**config.mk**
```make
export PLATFORM = sky130hd
export DESIGN_NAME = ppc_regs
export DESIGN_NICKNAME = d
export VERILOG_FILES = /design/src/design/ppc_pkg.sv /design/src/design/ppc_port_ctrl.sv /design/src/design/ppc_regs.sv
export VERILOG_INCLUDE_DIRS = /design/src /design/src/design
export SDC_FILE = /design/constraint.sdc
export NUM_CORES = 1
export LEC_CHECK = 0
export BUFFER_PORTS_ARGS = -buffer_cell sky130_fd_sc_hd__buf_2
export CAP_MARGIN = 20
export CORE_MARGIN = 3
export CORE_UTILIZATION = 45
export DETAILED_ROUTE_END_ITERATION = 12
export PLACE_DENSITY = 0.86
export SETUP_SLACK_MARGIN = 0.05
export SLEW_MARGIN = 30
export SYNTH_ARGS = -nofsm -noshare
export SYNTH_HDL_FRONTEND = slang
export SYNTH_SLANG_ARGS = --single-unit
export TNS_END_PERCENT = 30
```
**constraint.sdc**
```tcl
create_clock -name pclk -period 1.7 [get_ports pclk]
set_input_delay 0.17 -clock pclk [delete_from_list [all_inputs] [get_ports pclk]]
set_output_delay 0.17 -clock pclk [all_outputs]
set_load 0.05 [all_outputs]
```
**src/design/ppc_params.svh**
```systemverilog
// Register indices, field positions and reset values of the port control registers
`ifndef PPC_PARAMS_SVH
`define PPC_PARAMS_SVH

// ==========================================================
// Register indices (byte address is four times the index)
`define PPC_IDX_P1_NEG_ADV 8'h1c
`define PPC_IDX_P1_LINE_B 8'h1d
`define PPC_IDX_P2_NEG_ADV 8'h2c
`define PPC_IDX_P2_LINE_B 8'h2d
`define PPC_IDX_P3_NEG_ADV 8'h3c
`define PPC_IDX_P3_LINE_B 8'h3d

// ==========================================================
// Negotiation and advertisement register fields
`define PPC_ADV_AN_EN 7
`define PPC_ADV_SPEED 6
`define PPC_ADV_DUPLEX 5
`define PPC_ADV_PAUSE 4
`define PPC_ADV_100FD 3
`define PPC_ADV_100HD 2
`define PPC_ADV_10FD 1
`define PPC_ADV_10HD 0

// ==========================================================
// Second line control register fields
`define PPC_LB_LED_OFF 7
`define PPC_LB_TX_DIS 6
`define PPC_LB_AN_RESTART 5
`define PPC_LB_FEF_DIS 4
`define PPC_LB_PWR_DOWN 3
`define PPC_LB_MDIX_OFF 2
`define PPC_LB_FORCE_MDI 1

// ==========================================================
// Reset values
`define PPC_NEG_ADV_RST 8'hff
`define PPC_LINE_B_RST 8'h00

`endif

```
**src/design/ppc_pkg.sv**
```systemverilog
// Types shared by the port control register logic
package ppc_pkg;

   // ==========================================================
   // Control handed to one PHY core
   typedef struct packed {
      logic an_enable;
      logic speed_100;
      logic full_duplex;
      logic adv_pause;
      logic adv_100fd;
      logic adv_100hd;
      logic adv_10fd;
      logic adv_10hd;
      logic tx_disable;
      logic an_restart;
      logic fef_disable;
      logic power_down;
      logic mdix_auto_off;
      logic mdi_mode;
   } ppc_phy_ctl_s;

   // ==========================================================
   // State reported by one PHY core
   typedef struct packed {
      logic an_failed;
      logic an_full_duplex;
      logic an_speed_100;
      logic auto_mdi;
      logic led_one_raw;
      logic led_zero_raw;
   } ppc_phy_sts_s;

endpackage

```
**src/design/ppc_port_ctrl.sv**
```systemverilog
// One port's negotiation and line control registers and their effect on the PHY
`timescale 1ns/1ps
`include "ppc_params.svh"
module ppc_port_ctrl
   import ppc_pkg::*;
(
   input wire logic pclk,
   input wire logic presetn,
   input wire logic duplex_strap,
   input wire logic wr_neg_adv,
   input wire logic wr_line_b,
   input wire logic [7:0] wdata,
   input wire ppc_phy_sts_s phy_sts,
   output logic [7:0] neg_adv_q,
   output logic [7:0] line_b_q,
   output ppc_phy_ctl_s phy_ctl,
   output logic port_indicator_one,
   output logic port_indicator_zero
);

   logic strap_taken_r;
   logic [7:0] neg_adv_r;
   logic [7:0] line_b_r;
   logic an_in_charge;
   ppc_phy_ctl_s ctl_nxt;

   // ==========================================================
   // Strap capture after reset release
   always_ff @(posedge pclk or negedge presetn) begin
      if (!presetn) begin
         strap_taken_r <= 1'b0;
      end else begin
         strap_taken_r <= 1'b1;
      end
   end

   // ==========================================================
   // Negotiation and advertisement register
   always_ff @(posedge pclk or negedge presetn) begin
      if (!presetn) begin
         neg_adv_r <= `PPC_NEG_ADV_RST;
      end else if (!strap_taken_r) begin
         neg_adv_r[`PPC_ADV_DUPLEX] <= duplex_strap;
      end else if (wr_neg_adv) begin
         neg_adv_r <= wdata;
      end
   end

   // ==========================================================
   // Second line control register
   always_ff @(posedge pclk or negedge presetn) begin
      if (!presetn) begin
         line_b_r <= `PPC_LINE_B_RST;
      end else if (wr_line_b) begin
         line_b_r <= wdata;
      end
   end

   // Negotiated duplex applies only while negotiation is on and succeeded; negotiated speed applies whenever negotiation is on
   assign an_in_charge = neg_adv_r[`PPC_ADV_AN_EN] && !phy_sts.an_failed;

   always_comb begin
      ctl_nxt.an_enable = neg_adv_r[`PPC_ADV_AN_EN];
      ctl_nxt.speed_100 = neg_adv_r[`PPC_ADV_AN_EN] ? phy_sts.an_speed_100
                                                     : neg_adv_r[`PPC_ADV_SPEED];
      ctl_nxt.full_duplex = an_in_charge ? phy_sts.an_full_duplex
                                         : neg_adv_r[`PPC_ADV_DUPLEX];
      ctl_nxt.adv_pause = neg_adv_r[`PPC_ADV_PAUSE];
      ctl_nxt.adv_100fd = neg_adv_r[`PPC_ADV_100FD];
      ctl_nxt.adv_100hd = neg_adv_r[`PPC_ADV_100HD];
      ctl_nxt.adv_10fd = neg_adv_r[`PPC_ADV_10FD];
      ctl_nxt.adv_10hd = neg_adv_r[`PPC_ADV_10HD];
      ctl_nxt.tx_disable = line_b_r[`PPC_LB_TX_DIS];
      // Restart is a pulse per written one, so a stuck bit cannot loop negotiation
      ctl_nxt.an_restart = wr_line_b && wdata[`PPC_LB_AN_RESTART];
      ctl_nxt.fef_disable = line_b_r[`PPC_LB_FEF_DIS];
      ctl_nxt.power_down = line_b_r[`PPC_LB_PWR_DOWN];
      ctl_nxt.mdix_auto_off = line_b_r[`PPC_LB_MDIX_OFF];
      ctl_nxt.mdi_mode = line_b_r[`PPC_LB_MDIX_OFF] ? line_b_r[`PPC_LB_FORCE_MDI]
                                                    : phy_sts.auto_mdi;
   end

   // ==========================================================
   // Registered outputs to the PHY core and indicator pins
   always_ff @(posedge pclk or negedge presetn) begin
      if (!presetn) begin
         phy_ctl <= '0;
      end else begin
         phy_ctl <= ctl_nxt;
      end
   end

   always_ff @(posedge pclk or negedge presetn) begin
      if (!presetn) begin
         port_indicator_one <= 1'b1;
         port_indicator_zero <= 1'b1;
      end else begin
         port_indicator_one <= line_b_r[`PPC_LB_LED_OFF] | phy_sts.led_one_raw;
         port_indicator_zero <= line_b_r[`PPC_LB_LED_OFF] | phy_sts.led_zero_raw;
      end
   end

   assign neg_adv_q = neg_adv_r;
   assign line_b_q = line_b_r;

endmodule // ppc_port_ctrl

```
**src/design/ppc_regs.sv**
```systemverilog
// APB register bank for the copper port control registers of two PHY ports
//
// Chosen here: the APB interface to the registers.
`timescale 1ns/1ps
`include "ppc_params.svh"
module ppc_regs
   import ppc_pkg::*;
(
   input wire logic pclk,
   input wire logic presetn,
   input wire logic psel,
   input wire logic penable,
   input wire logic pwrite,
   input wire logic [7:0] paddr,
   input wire logic [31:0] pwdata,
   input wire logic [3:0] pstrb,
   output logic [31:0] prdata,
   output logic pready,
   output logic pslverr,
   input wire logic first_port_duplex_strap,
   input wire logic second_port_duplex_strap,
   input wire ppc_phy_sts_s p1_sts,
   input wire ppc_phy_sts_s p2_sts,
   output ppc_phy_ctl_s p1_ctl,
   output ppc_phy_ctl_s p2_ctl,
   output logic p1_indicator_one,
   output logic p1_indicator_zero,
   output logic p2_indicator_one,
   output logic p2_indicator_zero
);

   typedef enum {
      PPC_SEL_P1_ADV,
      PPC_SEL_P1_LINE,
      PPC_SEL_P2_ADV,
      PPC_SEL_P2_LINE,
      PPC_SEL_RSVD,
      PPC_SEL_NONE
   } ppc_sel_e;

   logic [31:0] prdata_r;
   logic [7:0] p1_adv_q;
   logic [7:0] p1_line_q;
   logic [7:0] p2_adv_q;
   logic [7:0] p2_line_q;
   logic wr_ok;
   logic p1_wr_adv;
   logic p1_wr_line;
   logic p2_wr_adv;
   logic p2_wr_line;
   ppc_sel_e sel;

   // ==========================================================
   // Address decode
   function automatic logic [7:0] ppc_byte_addr(input logic [7:0] idx);
      ppc_byte_addr = {idx[5:0], 2'b00};
   endfunction

   function automatic ppc_sel_e ppc_decode(input logic [7:0] addr);
      if (addr == ppc_byte_addr(`PPC_IDX_P1_NEG_ADV)) begin
         ppc_decode = PPC_SEL_P1_ADV;
      end else if (addr == ppc_byte_addr(`PPC_IDX_P1_LINE_B)) begin
         ppc_decode = PPC_SEL_P1_LINE;
      end else if (addr == ppc_byte_addr(`PPC_IDX_P2_NEG_ADV)) begin
         ppc_decode = PPC_SEL_P2_ADV;
      end else if (addr == ppc_byte_addr(`PPC_IDX_P2_LINE_B)) begin
         ppc_decode = PPC_SEL_P2_LINE;
      end else if (addr == ppc_byte_addr(`PPC_IDX_P3_NEG_ADV) ||
                   addr == ppc_byte_addr(`PPC_IDX_P3_LINE_B)) begin
         ppc_decode = PPC_SEL_RSVD;
      end else begin
         ppc_decode = PPC_SEL_NONE;
      end
   endfunction

   assign sel = ppc_decode(paddr);

   // Zero wait states; read data is latched in the setup cycle
   assign pready = 1'b1;
   assign pslverr = psel && penable && (sel == PPC_SEL_NONE);

   // Only lane 0 carries a register, so a write without it changes nothing
   assign wr_ok = psel && penable && pwrite && pstrb[0];
   assign p1_wr_adv = wr_ok && (sel == PPC_SEL_P1_ADV);
   assign p1_wr_line = wr_ok && (sel == PPC_SEL_P1_LINE);
   assign p2_wr_adv = wr_ok && (sel == PPC_SEL_P2_ADV);
   assign p2_wr_line = wr_ok && (sel == PPC_SEL_P2_LINE);

   // ==========================================================
   // Read data
   always_ff @(posedge pclk or negedge presetn) begin
      if (!presetn) begin
         prdata_r <= 32'h0000_0000;
      end else if (psel && !penable) begin
         unique case (sel)
            PPC_SEL_P1_ADV: prdata_r <= {24'h00_0000, p1_adv_q};
            PPC_SEL_P1_LINE: prdata_r <= {24'h00_0000, p1_line_q};
            PPC_SEL_P2_ADV: prdata_r <= {24'h00_0000, p2_adv_q};
            PPC_SEL_P2_LINE: prdata_r <= {24'h00_0000, p2_line_q};
            PPC_SEL_RSVD: prdata_r <= 32'h0000_0000;
            PPC_SEL_NONE: prdata_r <= 32'h0000_0000;
         endcase
      end
   end

   assign prdata = prdata_r;

   // ==========================================================
   // Per-port register copies
   ppc_port_ctrl u_port1 (
      .pclk(pclk),
      .presetn(presetn),
      .duplex_strap(first_port_duplex_strap),
      .wr_neg_adv(p1_wr_adv),
      .wr_line_b(p1_wr_line),
      .wdata(pwdata[7:0]),
      .phy_sts(p1_sts),
      .neg_adv_q(p1_adv_q),
      .line_b_q(p1_line_q),
      .phy_ctl(p1_ctl),
      .port_indicator_one(p1_indicator_one),
      .port_indicator_zero(p1_indicator_zero)
   );

   ppc_port_ctrl u_port2 (
      .pclk(pclk),
      .presetn(presetn),
      .duplex_strap(second_port_duplex_strap),
      .wr_neg_adv(p2_wr_adv),
      .wr_line_b(p2_wr_line),
      .wdata(pwdata[7:0]),
      .phy_sts(p2_sts),
      .neg_adv_q(p2_adv_q),
      .line_b_q(p2_line_q),
      .phy_ctl(p2_ctl),
      .port_indicator_one(p2_indicator_one),
      .port_indicator_zero(p2_indicator_zero)
   );
endmodule // ppc_regs

```
==> report_table.html <==
<table>
<tr><th>Metric</th><th>Value</th></tr>
<tr><th colspan="2">Flow run</th></tr>
<tr><td>Max-cap violation count</td><td>0</td></tr>
<tr><th colspan="2">Worst hold path</th></tr>
<tr><td>Class of the tightest hold or removal check</td><td>in2reg</td></tr>
<tr><td>Hold worst-path end</td><td>u_port1.port_indicator_one$_DFF_PN1_</td></tr>
<tr><td>Hold path depth</td><td>2</td></tr>
<tr><td>Startpoint of the most critical hold path</td><td>p1_sts[1]</td></tr>
<tr><th colspan="2">Power</th></tr>
<tr><td>Leakage power</td><td>0.00197 µW</td></tr>
<tr><td>PnR Total Power</td><td>3430 µW</td></tr>
<tr><td>Power per Cell Area</td><td>883 nW/µm²</td></tr>
<tr><td>Worst IR drop on VDD</td><td>0.454 mV</td></tr>
<tr><th colspan="2">STA</th></tr>
<tr><td>Minimum clock period</td><td>1.56 ns</td></tr>
<tr><td>Layout Skew</td><td>0.0110 ns</td></tr>
<tr><td>Achievable frequency</td><td>0.640 GHz</td></tr>
<tr><td>Final setup margin</td><td>0.138 ns</td></tr>
<tr><td>Fin. max-slew vios</td><td>0</td></tr>
<tr><td>Period utilisation layout</td><td>0.919</td></tr>
<tr><td>Hold Violations, Final</td><td>0</td></tr>
<tr><td>Final setup violation count</td><td>0</td></tr>
<tr><td>RSZ-0062 raised after global routing</td><td>false</td></tr>
<tr><td>TNS Setup</td><td>0 ns</td></tr>
<tr><th colspan="2">Setup path</th></tr>
<tr><td>Capturing point of the worst reg2reg path</td><td>u_port2.neg_adv_q[0]$_DFFE_PN1P_</td></tr>
<tr><td>Biggest cell delay along the critical path</td><td>0.36 ns</td></tr>
<tr><td>Worst Reg2Reg Path Length in Cells</td><td>4</td></tr>
<tr><td>Most frequent CP cell</td><td>buf_2</td></tr>
<tr><td>Reg-to-Reg Start</td><td>u_port2.strap_taken_r$_DFF_PN0_</td></tr>
<tr><td>Worst reg-to-reg setup slack</td><td>0.19 ns</td></tr>
<tr><td>Cells along the critical path</td><td>buf_2 -&gt; nand2_1 -&gt; buf_4 -&gt; o311a_1 -&gt; buf_2</td></tr>
<tr><td>Setup crit start kind</td><td>input pin</td></tr>
<tr><td>Slowest stage cell, crit path</td><td>o311a_1</td></tr>
<tr><td>Classification of the worst setup path</td><td>in2out</td></tr>
<tr><td>Highest fanout seen on the critical path</td><td>6</td></tr>
<tr><td>Critical path arrival</td><td>1.39 ns</td></tr>
<tr><td>Worst Setup End Kind</td><td>output port</td></tr>
<tr><td>Worst setup startpoint</td><td>paddr[5]</td></tr>
<tr><td>Required time at the worst-slack endpoint</td><td>1.53 ns</td></tr>
<tr><th colspan="2">Place</th></tr>
<tr><td>Detailed placer's ending HPWL</td><td>4.99 mm</td></tr>
<tr><td>Placed cell count</td><td>410</td></tr>
<tr><td>Post-Place Setup Slack</td><td>-0.0344 ns</td></tr>
<tr><td>Global placement routability congestion</td><td>0.851</td></tr>
<tr><td>Buffers added on ports</td><td>76</td></tr>
<tr><th colspan="2">Layout</th></tr>
<tr><td>Area occupied by multi-input gates</td><td>1180 µm²</td></tr>
<tr><td>Relative area change from synthesis to final layout</td><td>23.3%</td></tr>
<tr><td>Most common cell after layout, fill and taps aside</td><td>buf_2</td></tr>
<tr><td>Register area</td><td>1850 µm²</td></tr>
<tr><td>Ratio of cells with drive above 1 in the final layout</td><td>0.549</td></tr>
<tr><td>Most frequent cells in the layout</td><td>buf_2, dfrtp_1, mux2_2</td></tr>
<tr><td>Ant diodes</td><td>0</td></tr>
<tr><td>Non-filler cells, final</td><td>428</td></tr>
<tr><td>Fill cells</td><td>551</td></tr>
<tr><td>Net count reported at finish</td><td>393</td></tr>
<tr><th colspan="2">Die</th></tr>
<tr><td>Die footprint</td><td>8050 µm²</td></tr>
<tr><td>Total number of placement rows</td><td>29</td></tr>
<tr><td>Starting utilization of the core area</td><td>0.480</td></tr>
<tr><td>Die width</td><td>89.7 µm</td></tr>
<tr><td>I/O pin count</td><td>129</td></tr>
<tr><td>Die Span Y</td><td>89.7 µm</td></tr>
<tr><td>Core box area</td><td>6570 µm²</td></tr>
<tr><th colspan="2">Clocking</th></tr>
<tr><td>Clock transition at path regs</td><td>0.07 ns</td></tr>
<tr><td>Clock latency of the later-clocked register in the worst-skew pair</td><td>0.34 ns</td></tr>
<tr><td>Postcts setup bufs</td><td>0</td></tr>
<tr><td>Number of levels in the clock H-tree</td><td>3</td></tr>
<tr><td>Maximum buffer depth of the clock tree</td><td>2</td></tr>
<tr><td>CTS Buf Count</td><td>9</td></tr>
<tr><td>CTS tree</td><td>yes</td></tr>
<tr><td>Clk Tree Root Cell</td><td>clkbuf_8</td></tr>
<tr><td>Sinks on the clock net</td><td>73</td></tr>
<tr><th colspan="2">Detailed routing</th></tr>
<tr><td>Vias</td><td>2141</td></tr>
<tr><td>Pre-antenna DRT Iters</td><td>5</td></tr>
<tr><td>Detailed router's first-iteration violation count</td><td>92</td></tr>
<tr><td>Final Routed Wirelength</td><td>6.85 mm</td></tr>
<tr><td>Final routed DRC violation total</td><td>0</td></tr>
<tr><td>Per-cell via count in the routed design</td><td>5.00</td></tr>
<tr><td>Average wire per cell in the routed design</td><td>16.0 µm</td></tr>
<tr><td>Remaining antenna violation count</td><td>0</td></tr>
<tr><th colspan="2">Synth</th></tr>
<tr><td>Yosys warnings</td><td>0</td></tr>
<tr><td>Post-synth top area cell</td><td>dfrtp_1</td></tr>
<tr><td>Cell types occupying the most area after synthesis</td><td>dfrtp_1, dfstp_2, mux2_2</td></tr>
<tr><td>FF+latch count, synth</td><td>73</td></tr>
<tr><td>Mean instance size in the synthesized netlist</td><td>13.5 µm²</td></tr>
<tr><td>Total standard cell area after synthesis</td><td>3150 µm²</td></tr>
<tr><td>Number of distinct standard cells referenced by the synthesized netlist</td><td>28</td></tr>
<tr><td>Synth Instances</td><td>234</td></tr>
<tr><td>Area share of the leading cell type in the synthesized netlist</td><td>0.421</td></tr>
<tr><td>Sequential fraction of the synthesis area</td><td>0.587</td></tr>
<tr><th colspan="2">Outcome</th></tr>
<tr><td>Result of the run</td><td>finished, final reports clean</td></tr>
<tr><th colspan="2">Global route</th></tr>
<tr><td>Leftover overflow at the end of global routing</td><td>0</td></tr>
<tr><td>Maximum number of pins on one net before global-route repair</td><td>74</td></tr>
<tr><td>First-pass GRT wire length</td><td>11.1 mm</td></tr>
<tr><td>Global-route usage over all layers</td><td>0.174</td></tr>
<tr><td>Antenna violations before repair</td><td>0</td></tr>
<tr><td>Via count of the first global-routing pass</td><td>2123</td></tr>
</table>
logic make-up after synthesis:
| group | share of synthesized area |
|---|---|
| flops | 0.587 |
| simple gates | 0.127 |
| mux | 0.157 |
| other cells | 0.00238 |
| buf+inv | 0.0754 |
| compound gates | 0.0508 |
cells in the mapped netlist (all sizes together):
cell    count
a22oi       8
a31oi       2
and3        2
buf        30
clkbuf      6
conb        2
dfrtp      53
dfstp      20
mux2       44
nand2       9
nand2b     11
nand3b      4
nand4       1
nand4b      1
nor2        3
nor2b       4
nor3        9
nor4        4
o311a       1
o31ai       8
o41ai       2
or2         4
or3         2
or4         3
or4b        1
power by group:
part	total (µW)	switching, µW	internal [µW]
sequential	1790	14.9	1770
combinational	410	309	101
clock	1240	658	578
worst max-delay path: cells and delay by family:
| kind | cells | cell delay (ns) |
|---|---|---|
| AO/OA/AOI/OAI | 1 | 0.36 |
| buffers and inverters | 3 | 0.59 |
| AND/OR/NAND/NOR | 1 | 0.27 |
timing repair:
item                                   4_1_cts  5_1_grt
resized for setup                            0        0
hold buffers                                 2        0
endpoints found under the hold margin       54        0
state kept, by name, summed over array words and instances (netlist names):
name	cells
prdata	8
u_port1.line_b_q	8
u_port1.neg_adv_q	8
u_port1.phy_ctl	14
u_port1.port_indicator_one	1
u_port1.port_indicator_zero	1
u_port2.line_b_q	8
u_port2.neg_adv_q	8
u_port2.phy_ctl	14
u_port2.port_indicator_one	1
u_port2.port_indicator_zero	1
u_port2.strap_taken_r	1
how the worst max path moves through the flow:
stage                                                  end  slack [ns]
after floorplan           u_port1.neg_adv_q[0]$_DFFE_PN1P_        0.01
after global placement    u_port2.neg_adv_q[2]$_DFFE_PN1P_       -0.03
after detailed placement   u_port2.line_b_q[6]$_DFFE_PN0P_       -0.03
after CTS                                          pslverr        0.14
after global routing                               pslverr        0.10
final                                              pslverr        0.14
layout make-up:
class	instances	area share
Multi-Input combinational cell	149	0.305
Timing Repair Buffer	97	0.143
Clock inverter	5	0.00966
Sequential cell	73	0.476
Tap cell	93	0.0299
Clock buffer	11	0.0364
through the flow:
step | area, µm² | util | hold slack (ns)
5_1_grt | 3890 | 0.592 | 0.00345
3_5_place_dp | 3690 | 0.561 | 0.227
6_report | 3890 | 0.592 | 0.0191
4_1_cts | 3890 | 0.592 | 0.00363
3_3_place_gp | 3690 | 0.561 | 0.220
2_1_floorplan | 3280 | - | -0.126
routing by layer:
layer	part of all wire	GRT usage	wire length, µm	up-vias
met3	0.079	0.0609	543	9
met2	0.50	0.286	3410	89
met5	0	0	0	-
met1	0.42	0.224	2850	1072
li1	-	-	-	971
met4	0.0067	0.0409	46	0
Power figures use the tool's default switching activity.
